--- src/logic/dc_ctrl_pkg.sv ---
// Shared constants and carriers for the device-controller register block.
// Assumes a 16-bit parallel host bus with an A0 command/data select line.
package dc_ctrl_pkg;

   // ----------------------------------------------------------------
   // Command codes
   // ----------------------------------------------------------------
   localparam logic [7:0] CMD_IE_WR  = 8'hC2;
   localparam logic [7:0] CMD_IE_RD  = 8'hC3;
   localparam logic [7:0] CMD_CFG_WR = 8'hF0;
   localparam logic [7:0] CMD_CFG_RD = 8'hF1;
   localparam logic [7:0] CMD_CNT_WR = 8'hF2;
   localparam logic [7:0] CMD_CNT_RD = 8'hF3;
   localparam logic [7:0] CMD_NONE   = 8'h00;

   // ----------------------------------------------------------------
   // Interrupt enable layout
   // ----------------------------------------------------------------
   localparam int IE_EP_LSB    = 10;
   localparam int IE_CTRL_IN   = 9;
   localparam int IE_CTRL_OUT  = 8;
   localparam int IE_SHORT     = 6;
   localparam int IE_PSOF      = 5;
   localparam int IE_SOF       = 4;
   localparam int IE_EOT       = 3;
   localparam int IE_SUSP      = 2;
   localparam int IE_RESM      = 1;
   localparam int IE_RST       = 0;
   localparam logic [31:0] IE_WRITABLE = 32'h00FF_FF7F;
   localparam logic [31:0] IE_RESET    = 32'h0000_0000;

   // ----------------------------------------------------------------
   // DMA configuration layout
   // ----------------------------------------------------------------
   localparam int CFG_COUNT_ZERO_END_ENABLE    = 15;
   localparam int CFG_SHORT_PACKET_END_MODE    = 14;
   localparam int CFG_EPSEL_LSB = 4;
   localparam int CFG_RUN       = 3;
   localparam int CFG_BURST_LSB = 0;
   localparam logic [15:0] CNT_RESET = 16'h0000;

   typedef struct packed {
      logic       count_zero_end_enable;
      logic       short_packet_end_mode;
      logic [3:0] dma_endpoint_select;
      logic [1:0] burst_length_select;
   } dma_cfg_s;

   localparam dma_cfg_s CFG_RESET = '{1'b0, 1'b0, 4'h0, 2'h0};

   typedef struct packed {
      logic [13:0] endpoint;
      logic        ctrlIn;
      logic        ctrlOut;
      logic        shortPacket;
      logic        pseudoSof;
      logic        sof;
      logic        suspend;
      logic        resume;
      logic        busReset;
   } usb_events_s;

   function automatic logic [4:0] burst_bytes(input logic [1:0] sel);
      case (sel)
         2'h0:    burst_bytes = 5'h01;
         2'h1:    burst_bytes = 5'h04;
         2'h2:    burst_bytes = 5'h08;
         default: burst_bytes = 5'h10;
      endcase
   endfunction

endpackage

--- src/logic/dma_engine.sv ---
// Byte counter, burst pacing and end-of-transfer logic for the DMA side.
// Assumes one byteAck pulse per byte moved by the external DMA controller.
`timescale 1ns/1ps
`default_nettype none
module dma_engine #(
   parameter int CNT_W = 16
) (
   input  wire logic                   sys_clk,
   input  wire logic                   nrst,
   input  wire logic                   start,
   input  wire logic                   stop,
   input  wire logic                   byteAck,
   input  wire logic                   shortOut,
   input  var  dc_ctrl_pkg::dma_cfg_s  cfg,
   input  wire logic [CNT_W-1:0]       loadCount,
   output logic                        running_r,
   output logic [CNT_W-1:0]            remaining_r,
   output logic                        eot_r,
   output logic                        dmaReq_r
);
   logic [4:0]       burstCnt_r;
   logic [4:0]       burstLen;
   logic             lastByte;
   logic             countEnd;
   logic             shortEnd;
   logic             burstDone;
   logic             running_nxt;
   logic [CNT_W-1:0] remaining_nxt;
   logic [4:0]       burstCnt_nxt;

   assign burstLen  = dc_ctrl_pkg::burst_bytes(cfg.burst_length_select);
   assign lastByte  = running_r && byteAck && remaining_r == CNT_W'(1);
   assign countEnd  = lastByte && cfg.count_zero_end_enable;
   assign shortEnd  = running_r && shortOut
                      && cfg.short_packet_end_mode;
   // Request drops for one cycle between bursts so the DMA controller
   // rearbitrates, which is what it expects of a burst boundary.
   assign burstDone = byteAck && burstCnt_r == burstLen - 5'h01;
   assign running_nxt = stop ? 1'b0 :
                        (countEnd || shortEnd) ? 1'b0 :
                        start ? 1'b1 : running_r;
   assign remaining_nxt = start ? loadCount :
                          (running_r && byteAck && remaining_r != '0)
                          ? remaining_r - CNT_W'(1) : remaining_r;
   assign burstCnt_nxt = (start || burstDone) ? 5'h00 :
                         (running_r && byteAck) ? burstCnt_r + 5'h01
                         : burstCnt_r;

   always_ff @(posedge sys_clk or negedge nrst) begin
      if (!nrst) begin
         running_r   <= 1'b0;
         remaining_r <= '0;
         burstCnt_r  <= 5'h00;
         eot_r       <= 1'b0;
         dmaReq_r    <= 1'b0;
      end else begin
         running_r   <= running_nxt;
         remaining_r <= remaining_nxt;
         burstCnt_r  <= burstCnt_nxt;
         eot_r       <= countEnd || shortEnd;
         dmaReq_r    <= running_nxt && remaining_nxt != '0 && !burstDone;
      end
   end
endmodule
`default_nettype wire

--- src/logic/dc_irq_enable_dma_config.sv ---
// Interrupt source enable and DMA configuration registers of the device
// controller, reached by command codes over the 16-bit parallel host bus.
// Assumes the bus strobes are single-cycle pulses synchronous to sys_clk.
//
// Notes on behaviour
// - interrupt enables: write C2, read C3, four bytes.
// - bits 23..10 enable endpoints 14..1.
// - bit 9 control IN, bit 8 control OUT.
// - bit 6 enables short packet interrupt.
// - bit 5 enables millisecond pseudo frame interrupt.
// - bit 4 frame start, bit 3 transfer end.
// - bits 2,1,0: suspend, resume, bus reset.
// - bus reset keeps interrupt enables unchanged.
// - DMA config: write F0, read F1, two bytes.
// - bus reset clears only the DMA run bit.
// - count zero mode ends transfer at zero.
// - short packet mode ends OUT transfer.
// - bits 7..4 select DMA endpoint buffer.
// - run one starts DMA, zero stops at once.
// - run bit reads back actual DMA state.
// - burst select: 1, 4, 8, 16 bytes.
// - re-enabling reloads counter from byte count.
// - byte count writes length, reads remaining.
`timescale 1ns/1ps
`default_nettype none
module dc_irq_enable_dma_config #(
   parameter int          CNT_W  = 16,
   parameter logic [63:0] EP_MAP = 64'hFEDC_BA98_7654_3210
) (
   input  wire logic                     sys_clk,
   input  wire logic                     nrst,
   input  wire logic                     busA0,
   input  wire logic                     busWr,
   input  wire logic                     busRd,
   input  wire logic [15:0]              busDin,
   output logic [15:0]                   busDout_r,
   input  var  dc_ctrl_pkg::usb_events_s events,
   input  wire logic [31:0]              pendingClear,
   input  wire logic                     shortOutPacket,
   input  wire logic                     dmaAck,
   output logic                          irqOut_r,
   output logic                          dmaReq_r,
   output logic                          dmaEot_r,
   output logic                          dmaRun_r,
   output logic [3:0]                    dmaEndpoint_r,
   output logic [4:0]                    dmaBurstBytes_r
);
   // ----------------------------------------------------------------
   // Command and data phase decode
   // ----------------------------------------------------------------
   logic [7:0]                cmd_r;
   logic                      wordIdx_r;
   logic [31:0]               ieEnable_r;
   logic [31:0]               pending_r;
   dc_ctrl_pkg::dma_cfg_s     cfg_r;
   logic [CNT_W-1:0]          byteCount_r;
   logic [CNT_W-1:0]          remaining;
   logic                      running;
   logic                      engEot;
   logic                      engReq;

   logic                      cmdWr;
   logic                      dataWr;
   logic                      dataRd;
   logic                      ieWrLo;
   logic                      ieWrHi;
   logic                      cfgWr;
   logic                      cntWr;
   logic                      dmaStart;
   logic                      dmaStop;
   logic [31:0]               ieEnable_nxt;
   logic [31:0]               eventVec;
   logic [31:0]               pending_nxt;
   logic [15:0]               readWord;
   logic [15:0]               cfgWord;
   logic [3:0]                mappedEp;
   logic                      irq_nxt;

   assign cmdWr  = busWr && busA0;
   assign dataWr = busWr && !busA0;
   assign dataRd = busRd && !busA0;
   // Only the first data word is accepted after F0 or F2; after C2, every data
   // phase past the first rewrites the high word rather than wrapping around.
   assign ieWrLo = dataWr && cmd_r == dc_ctrl_pkg::CMD_IE_WR
                   && !wordIdx_r;
   assign ieWrHi = dataWr && cmd_r == dc_ctrl_pkg::CMD_IE_WR
                   && wordIdx_r;
   assign cfgWr  = dataWr && cmd_r == dc_ctrl_pkg::CMD_CFG_WR
                   && !wordIdx_r;
   assign cntWr  = dataWr && cmd_r == dc_ctrl_pkg::CMD_CNT_WR
                   && !wordIdx_r;

   // ----------------------------------------------------------------
   // Interrupt enable register
   // ----------------------------------------------------------------
   // Reserved bits are forced to zero so a careless write cannot make
   // them read back as one.
   assign ieEnable_nxt =
      ieWrLo ? {ieEnable_r[31:16], busDin} & dc_ctrl_pkg::IE_WRITABLE :
      ieWrHi ? {busDin, ieEnable_r[15:0]} & dc_ctrl_pkg::IE_WRITABLE :
      ieEnable_r;

   // ----------------------------------------------------------------
   // Event latching and interrupt output
   // ----------------------------------------------------------------
   function automatic logic [31:0] event_vector(
      input dc_ctrl_pkg::usb_events_s ev,
      input logic                     eot);
      logic [31:0] v;
      v = 32'h0000_0000;
      v[dc_ctrl_pkg::IE_EP_LSB +: 14]  = ev.endpoint;
      v[dc_ctrl_pkg::IE_CTRL_IN]       = ev.ctrlIn;
      v[dc_ctrl_pkg::IE_CTRL_OUT]      = ev.ctrlOut;
      v[dc_ctrl_pkg::IE_SHORT]         = ev.shortPacket;
      v[dc_ctrl_pkg::IE_PSOF]          = ev.pseudoSof;
      v[dc_ctrl_pkg::IE_SOF]           = ev.sof;
      v[dc_ctrl_pkg::IE_EOT]           = eot;
      v[dc_ctrl_pkg::IE_SUSP]          = ev.suspend;
      v[dc_ctrl_pkg::IE_RESM]          = ev.resume;
      v[dc_ctrl_pkg::IE_RST]           = ev.busReset;
      return v;
   endfunction

   assign eventVec = event_vector(events, engEot);
   // A new event wins over a clear arriving in the same cycle.
   assign pending_nxt = (pending_r & ~pendingClear) | eventVec;
   assign irq_nxt     = |(pending_nxt & ieEnable_nxt);

   // ----------------------------------------------------------------
   // DMA configuration and byte count
   // ----------------------------------------------------------------
   // Run is started only on a rising enable so the counter reload
   // happens once per transfer, not on every rewrite of the register.
   assign dmaStart = cfgWr && busDin[dc_ctrl_pkg::CFG_RUN]
                     && !running && !events.busReset;
   assign dmaStop  = (cfgWr && !busDin[dc_ctrl_pkg::CFG_RUN])
                     || events.busReset;
   assign cfgWord  = {cfg_r.count_zero_end_enable,
                      cfg_r.short_packet_end_mode, 6'h00,
                      cfg_r.dma_endpoint_select, running, 1'b0,
                      cfg_r.burst_length_select};
   assign mappedEp = EP_MAP[{cfg_r.dma_endpoint_select, 2'b00} +: 4];

   assign readWord =
      cmd_r == dc_ctrl_pkg::CMD_IE_RD
         ? (wordIdx_r ? ieEnable_r[31:16] : ieEnable_r[15:0]) :
      cmd_r == dc_ctrl_pkg::CMD_CFG_RD ? cfgWord :
      cmd_r == dc_ctrl_pkg::CMD_CNT_RD ? 16'(remaining) :
      16'h0000;

   dma_engine #(
      .CNT_W (CNT_W)
   ) u_engine (
      .sys_clk     (sys_clk),
      .nrst        (nrst),
      .start       (dmaStart),
      .stop        (dmaStop),
      .byteAck     (dmaAck),
      .shortOut    (shortOutPacket),
      .cfg         (cfg_r),
      .loadCount   (byteCount_r),
      .running_r   (running),
      .remaining_r (remaining),
      .eot_r       (engEot),
      .dmaReq_r    (engReq)
   );

   assign dmaReq_r = engReq;
   assign dmaEot_r = engEot;
   assign dmaRun_r = running;

   // ----------------------------------------------------------------
   // Registers
   // ----------------------------------------------------------------
   always_ff @(posedge sys_clk or negedge nrst) begin
      if (!nrst) begin
         cmd_r     <= dc_ctrl_pkg::CMD_NONE;
         wordIdx_r <= 1'b0;
      end else if (cmdWr) begin
         cmd_r     <= busDin[7:0];
         wordIdx_r <= 1'b0;
      end else if (dataWr || dataRd) begin
         wordIdx_r <= 1'b1;
      end
   end

   always_ff @(posedge sys_clk or negedge nrst) begin
      if (!nrst) begin
         ieEnable_r <= dc_ctrl_pkg::IE_RESET;
         pending_r  <= 32'h0000_0000;
         irqOut_r   <= 1'b0;
      end else begin
         ieEnable_r <= ieEnable_nxt;
         pending_r  <= pending_nxt;
         irqOut_r   <= irq_nxt;
      end
   end

   always_ff @(posedge sys_clk or negedge nrst) begin
      if (!nrst) begin
         cfg_r <= dc_ctrl_pkg::CFG_RESET;
      end else if (cfgWr) begin
         cfg_r.count_zero_end_enable <= busDin[dc_ctrl_pkg::CFG_COUNT_ZERO_END_ENABLE];
         cfg_r.short_packet_end_mode <= busDin[dc_ctrl_pkg::CFG_SHORT_PACKET_END_MODE];
         cfg_r.dma_endpoint_select   <=
            busDin[dc_ctrl_pkg::CFG_EPSEL_LSB +: 4];
         cfg_r.burst_length_select   <=
            busDin[dc_ctrl_pkg::CFG_BURST_LSB +: 2];
      end
   end

   always_ff @(posedge sys_clk or negedge nrst) begin
      if (!nrst) begin
         byteCount_r <= CNT_W'(dc_ctrl_pkg::CNT_RESET);
      end else if (cntWr) begin
         byteCount_r <= CNT_W'(busDin);
      end
   end

   always_ff @(posedge sys_clk or negedge nrst) begin
      if (!nrst) begin
         busDout_r       <= 16'h0000;
         dmaEndpoint_r   <= 4'h0;
         dmaBurstBytes_r <= 5'h01;
      end else begin
         if (dataRd) begin
            busDout_r <= readWord;
         end
         dmaEndpoint_r   <= mappedEp;
         dmaBurstBytes_r <=
            dc_ctrl_pkg::burst_bytes(cfg_r.burst_length_select);
      end
   end
endmodule
`default_nettype wire

--- config.mk ---
export PLATFORM = sky130hd
export DESIGN_NAME = dc_irq_enable_dma_config
export DESIGN_NICKNAME = d
export VERILOG_FILES = /design/src/logic/dc_ctrl_pkg.sv /design/src/logic/dma_engine.sv /design/src/logic/dc_irq_enable_dma_config.sv
export SDC_FILE = /design/constraint.sdc
export NUM_CORES = 1
export LEC_CHECK = 0
export BUFFER_PORTS_ARGS = -buffer_cell sky130_fd_sc_hd__buf_2
export CAP_MARGIN = 20
export CORE_MARGIN = 2
export CORE_UTILIZATION = 40
export DETAILED_ROUTE_END_ITERATION = 7
export GPL_ROUTABILITY_DRIVEN = 0
export PLACE_DENSITY = 0.63
export SKIP_LAST_GASP = 1
export SYNTH_ARGS = -nofsm -noshare
export SYNTH_HDL_FRONTEND = slang
export SYNTH_SLANG_ARGS = --single-unit
--- constraint.sdc ---
create_clock -name sys_clk -period 3.1 [get_ports sys_clk]
set_input_delay 0.31 -clock sys_clk [delete_from_list [all_inputs] [get_ports sys_clk]]
set_output_delay 0.31 -clock sys_clk [all_outputs]
set_load 0.05 [all_outputs]
==> results of run 1 <==
cell usage in the layout, fill, tap and decap left out, drive strengths merged, types with 6 or more instances in the layout:
master,Yosys,routed
xnor2,7,7
nand4,7,7
dfrtp,145,145
inv,28,28
nor2,64,64
mux2i,18,18
clkbuf,18,23
nand2,15,15
xor2,9,9
a22oi,10,10
mux2,56,56
a21oi,39,39
and2,13,13
buf,4,111
nor2b,12,12
a21o,23,23
a221oi,10,10
nor3,13,13
nand3,6,6
power by group through the flow:
stage	sequential [uW]	combinational, uW	clock [uW]
after global routing	2060	483	2230
after floorplan	2190	158	0
after detailed placement	2090	448	0
after global placement	2080	440	0
after CTS	2050	450	2150
final	2050	443	2120
worst paths after layout:
kind,startpoint,to,depth (start not counted)
max,cmd_r[0]$_DFFE_PN0P_,irqOut_r$_DFF_PN0_,7
min,nrst,pending_r[11]$_DFF_PN0_,1
max reg2reg,cmd_r[0]$_DFFE_PN0P_,irqOut_r$_DFF_PN0_,7
min reg2reg,cfgWord[4]$_DFFE_PN0N_,dmaEndpoint_r[0]$_DFF_PN0_,0
max in group asynchronous,nrst,u_engine.remaining_r[9]$_DFF_PN0_,2
min in group sys_clk,pendingClear[30],pending_r[30]$_DFF_PN0_,2
metal layers:
| layer | wire length [um] | GRT usage (%) |
|---|---|---|
| met5 | 0 | 0 |
| met4 | 243 | 7.071 |
| met3 | 929 | 4.927 |
| met2 | 7058 | 29.56 |
| met1 | 7341 | 27.18 |
registers in the layout, indices dropped and copies added, names as in the netlist:
name                  cells
ieEnable_r               32
pending_r                32
busDout_r                16
byteCount_r              16
u_engine.remaining_r     16
cfgWord                   8
cmd_r                     8
u_engine.burstCnt_r       5
dmaBurstBytes_r           4
dmaEndpoint_r             4
irqOut_r                  1
u_engine.dmaReq_r         1
u_engine.eot_r            1
u_engine.running_r        1
wordIdx_r                 1
layout make-up:
| type | count | share of cell area [%] |
|---|---|---|
| Clock inverter | 8 | 1.617 |
| Multi-Input combinational cell | 361 | 33.17 |
| Tap cell | 216 | 3.458 |
| Inverter | 28 | 1.345 |
| Sequential cell | 146 | 46.76 |
| Clock buffer | 23 | 6.243 |
| Timing Repair Buffer | 111 | 7.412 |
metrics by stage:
| step | power [uW] | hold slack, ns | std cells | area, um2 | util (%) |
|---|---|---|---|---|---|
| after detailed placement | 2533 | 0.3890 | 862 | 7202 | 45.50 |
| after global routing | 4778 | 0.04959 | 893 | 7816 | 49.38 |
| after floorplan | 2345 | 0.01441 | 557 | 6447 | - |
| final | 4612 | -0.02282 | 893 | 7816 | 49.38 |
| after CTS | 4651 | 0.001861 | 893 | 7816 | 49.38 |
| after global placement | 2521 | 0.3915 | 862 | 7202 | 45.50 |
logic make-up (layout without fill, tap and decap cells):
family / Yosys count / after routing / synth area share (%)
mux: 74 / 74 / 12.81
simple gates: 158 / 158 / 13.04
buf+inv: 50 / 170 / 3.144
fa+ha+maj: 4 / 4 / 0.7763
compound gates: 108 / 108 / 11.31
xor+xnor: 16 / 16 / 2.174
flops: 146 / 146 / 56.69
other cells: 1 / 1 / 0.05816
==> summary.md, run 1 <==
| Metric | Value |
|---|---|
| CTS Hold Buffers Added | 0 |
| CTS Root Cell | clkbuf_16 |
| Type of the worst setup path | reg2reg |
| FF-to-FF setup slack | 0.27 ns |
| Critical path cell sequence | nor4b_4, nand3_2, mux2_2, a22o_1, a221oi_1, and4_1, or3b_1 |
| Slowest stage cell, crit path | dfrtp_1 |
| Starting density of the core | 40.74% |
| Leading cell types by count after synthesis | dfrtp_1, nor2_1, mux2_2 |
| Ys flop type | dfrtp_1 |
| Synth area leaders | dfrtp_1, mux2_2, nor2_1, a21oi_1, mux2i_1 |
| Pint | 3497 uW |
| Status | complete, but fails checks |
| Area occupied by multi-input gates | 0.002592 mm2 |
| Storage cell area | 0.003655 mm2 |
| Clock skew | 0.009035 ns |
| Distinct cells, synth | 55 |
| Number of synthesized flops with an enable pin | 0 |
| DPL Wire Length | 11,450 um |
| Most common cell in the netlist | dfrtp_1 |
| GRT Total Usage | 19.49% |
| Static leakage | 0.003927 uW |
| Fin nets | 746 |
| Pre-CTS setup slack | 0.2423 ns |
| Pin slew with the least headroom to its limit | 0.8355 ns |
| Worst hold margin | -0.02282 ns |
| Fmax | 352.9 MHz |
| Switch share | 24.19% |
| # rows | 46 |
| Power share of the sequential group | 44.5% |
| DR pass1 iterations | 5 |
| Clock share of power | 45.9% |
| Buf/Inv on CP | 0 |
| Flops & latches, synth | 146 |
| Max_slew headroom | 44.30% |
| Clock sinks | 146 |
| First-pass GRT wire length | 25,030 um |
| Core ar. | 0.01583 mm2 |
| Critical path endpoint category | flop |
| Num CTS Buffers | 17 |
| RSZ-0062 raised after global routing | no |
| Min Tclk post-route | 2.834 ns |
| 1st-iter DRT viols | 353 |
| Worst EP arrival | 3.13 ns |
| Syn Inst Count | 557 |
| CTS tree | built |
| Register area share after synthesis | 56.69% |
| Wire length per cell | 17.44 um |
| Fraction of layout cells with a size suffix above 1 | 30.43% |
| Max_cap viols | 0 |
| CTS clock-pin slew for the worst setup and hold paths | 0.06 ns |
| Die extent in x | 131.0 um |
| CP startpoint kind | flop |
| Post-CTS Resized | 0 |
| Req. time, crit path | 3.40 ns |
| Clk_lat worst skew | 0.42 ns |
| ANT cells | 0 |
| Vias in the first global route | 4,729 |
| Die ar. | 0.01715 mm2 |
| VDD IR max | 401.5 uV |
| Final ANT Viol Nets | 0 |
| Syn avg cell area | 11.58 um2 |
| Yosys Warn Count | 0 |
| Setup TNS | 0 ns |
| Post-route setup slack | 0.2660 ns |
| Combinational Power Share | 9.6% |
| Post-synth ARST share | 100.0% |
| Die span in y | 131.0 um |
| Syn_nets | 638 |
| Initial antenna violation count | 0 |
| Failing checks | hold timing |
| Fillers | 1,454 |
| Area growth, synth to finish | 21.23% |
| Cell area after synthesis | 0.006447 mm2 |
| WL final | 15,570 um |
| Fin. Hold Viols | 41 |
| Worst path max stage delay | 0.45 ns |
| Setup Buffers After CTS | 0 |
| Worst-path fanout max | 15 |
| Hold Crit Class | in2async |
| Ports | 106 |
| Psw | 1116 uW |
| Setup Viol. Count Final | 0 |
| DRC violations left | 0 |
| Share of the synthesized area in the top cell type | 56.28% |
| Crit-path leading delay family | simple AND/OR/NAND/NOR gates |
| Via count | 4,631 |
| Port buffer count | 104 |
| Tcrit/Tclk final | 91.42% |
| Largest net degree at the start of global routing | 94 |
| H-tree depth | 4 |
| DR vias/cell | 5.186 |
| PD cells | 590.1 mW/mm2 |
| Slew Viols, Final | 0 |
| Grt ovf | 0 |
| Clock Path Buffers | 2 |
| Top cell type by total area after synthesis | dfrtp_1 |
(Power assumes the default switching activity.)
==> run 2: changes to the inputs <==
--- a/config.mk
+++ b/config.mk
@@ -5,13 +5,13 @@
 export SDC_FILE = /design/constraint.sdc
 export NUM_CORES = 1
 export LEC_CHECK = 0
-export BUFFER_PORTS_ARGS = -buffer_cell sky130_fd_sc_hd__buf_2
 export CAP_MARGIN = 20
 export CORE_MARGIN = 2
 export CORE_UTILIZATION = 40
 export DETAILED_ROUTE_END_ITERATION = 7
+export DONT_BUFFER_PORTS = 1
 export GPL_ROUTABILITY_DRIVEN = 0
-export PLACE_DENSITY = 0.63
+export PLACE_DENSITY = 0.57
 export SKIP_LAST_GASP = 1
 export SYNTH_ARGS = -nofsm -noshare
 export SYNTH_HDL_FRONTEND = slang
==> run 2 against run 1 <==
Net effect: the run still ends with hold timing left; core utilization fell by 2.4 points; cell count decreased by 10%; non-clock buffer count fell by 90; clock skew grew 0.0049 ns; clock-buffer cell count is 2 lower; critical endpoint unchanged; largest power group is now registers; highest routed layer unchanged.
==> summary.md, run 2 (synthesis results as in run 1) <==
| Metric | Value |
|---|---|
| CP startpoint kind | flop |
| Worst EP arrival | 3.11 ns |
| Initial antenna violation count | 0 |
| Fraction of layout cells with a size suffix above 1 | 17.52% |
| Post-CTS Resized | 0 |
| Critical path cell sequence | nor3b_2, nand3_2, mux2_2, a22o_1, a221oi_1, and4_1, or3b_1 |
| H-tree depth | 4 |
| Most frequent cells in the layout | dfrtp_1, nor2_1, mux2_2, a21oi_1, inv_1 |
| Worst path max stage delay | 0.46 ns |
| Die extent in x | 131.0 um |
| Largest regs | ieEnable_r: 32 flops, pending_r: 32 flops |
| Worst-path fanout max | 15 |
| Hold Crit Class | in2async |
| DRC violations left | 0 |
| Final instance area | 0.007438 mm2 |
| Final ANT Viol Nets | 0 |
| Slowest stage cell, crit path | nand3_2 |
| Slew Viols, Final | 0 |
| 1st-iter DRT viols | 256 |
| Fin nets | 656 |
| Clock Path Buffers | 2 |
| Clk_lat worst skew | 0.43 ns |
| Wire length per cell | 19.09 um |
| Setup crit start | cmd_r[3]$_DFFE_PN0P_ |
| CTS clock-pin slew for the worst setup and hold paths | 0.06 ns |
| Setup Buffers After CTS | 0 |
| CTS Hold Buffers Added | 15 |
| RSZ-0062 raised after global routing | no |
| Core ar. | 0.01583 mm2 |
| ANT cells | 0 |
| Buf/Inv on CP | 0 |
| Commonest non-fill, non-tap cell in the layout | dfrtp_1 |
| Via count | 4,199 |
| Pin slew with the least headroom to its limit | 0.7697 ns |
| Ports | 106 |
| Status | complete, but fails checks |
| WL final | 15,350 um |
| Max_cap viols | 0 |
| Clock sinks | 146 |
| Setup Viol. Count Final | 0 |
| First-pass GRT wire length | 24,320 um |
| GRT Total Usage | 19.26% |
| Port buffer count | 0 |
| CTS Root Cell | clkbuf_16 |
| Setup TNS | 0 ns |
| Fmax | 355.7 MHz |
| Req. time, crit path | 3.40 ns |
| Failing checks | hold timing |
| Die ar. | 0.01715 mm2 |
| Grt ovf | 0 |
| Clock skew | 0.01397 ns |
| Tcrit/Tclk final | 90.69% |
| Crit-path leading delay family | simple AND/OR/NAND/NOR gates |
| Worst r2r src | cmd_r[3]$_DFFE_PN0P_ |
| Area growth, synth to finish | 15.37% |
| DPL Wire Length | 10,980 um |
| Max_slew headroom | 48.68% |
| Num CTS Buffers | 17 |
| Die span in y | 131.0 um |
| VDD IR max | 413.5 uV |
| Vias in the first global route | 4,381 |
| Post-Place Cell Area | 0.006668 mm2 |
| PD cells | 605.5 mW/mm2 |
| Starting density of the core | 40.74% |
| DR pass1 iterations | 5 |
| Largest net degree at the start of global routing | 147 |
| # rows | 46 |
| CTS tree | built |
| Pwr Total | 4504 uW |
| Min Tclk post-route | 2.811 ns |
| Critical path endpoint category | flop |
| Fin. Hold Viols | 146 |
| DR vias/cell | 5.223 |
| Type of the worst setup path | reg2reg |
| Static leakage | 0.003562 uW |
| Worst hold margin | -0.4148 ns |
-- run 2: worst paths after layout --
check                                                     to  slack (ns)  cells past startpoint
max in group asynchronous       dmaBurstBytes_r[0]$_DFF_PN1_        3.16                      0
worst min-delay path                  pending_r[7]$_DFF_PN0_       -0.41                      0
worst max register to register            irqOut_r$_DFF_PN0_        0.29                      7
min in group sys_clk                 pending_r[16]$_DFF_PN0_        0.01                      1
worst max-delay path                      irqOut_r$_DFF_PN0_        0.29                      7
worst min register to register    dmaEndpoint_r[0]$_DFF_PN0_        0.41                      0
-- run 2: layout make-up --
class	count	area [um2]
clock buffers	21	470.5
well taps	216	270.3
multi-input cells	361	2592
inverters	28	105.1
flip-flops and latches	146	3655
clock inverters	11	150.1
repair buffers	21	195.2
fillers	1468	8389
-- run 2: per-stage QoR --
| stage | instances | util [%] | worst slack (ns) | hold slack [ns] |
|---|---|---|---|---|
| floorplan | 557 | - | 0.6750 | 0.01441 |
| global placement | 757 | 42.13 | 0.3802 | 0.01882 |
| detailed placement | 757 | 42.13 | 0.3062 | 0.01788 |
| CTS | 804 | 47.00 | 0.2823 | -0.4363 |
| global route | 804 | 47.00 | 0.1113 | -0.4387 |
| finish | 804 | 47.00 | 0.2886 | -0.4148 |
-- run 2: worst register-to-register path: cells and delay by family, from the launching register on --
| kind | cells | cell delay [ns] |
|---|---|---|
| AND/OR/NAND/NOR | 4 | 1.42 |
| flip-flops | 1 | 0.41 |
| multiplexers | 1 | 0.45 |
| AO/OA/AOI/OAI | 2 | 0.42 |
-- run 2: metal layers --
| metal | global-route usage, % | up-vias | wire length [um] |
|---|---|---|---|
| met5 | 0 | - | 0 |
| met4 | 6.383 | 0 | 177 |
| met3 | 5.415 | 12 | 962 |
| met2 | 28.86 | 130 | 7077 |
| met1 | 27.07 | 2042 | 7129 |
| li1 | - | 2015 | - |
-- run 2: power breakdown --
part,internal [uW],switching [uW]
logic,107,94.3
registers,2000,178
clock network,1330,795
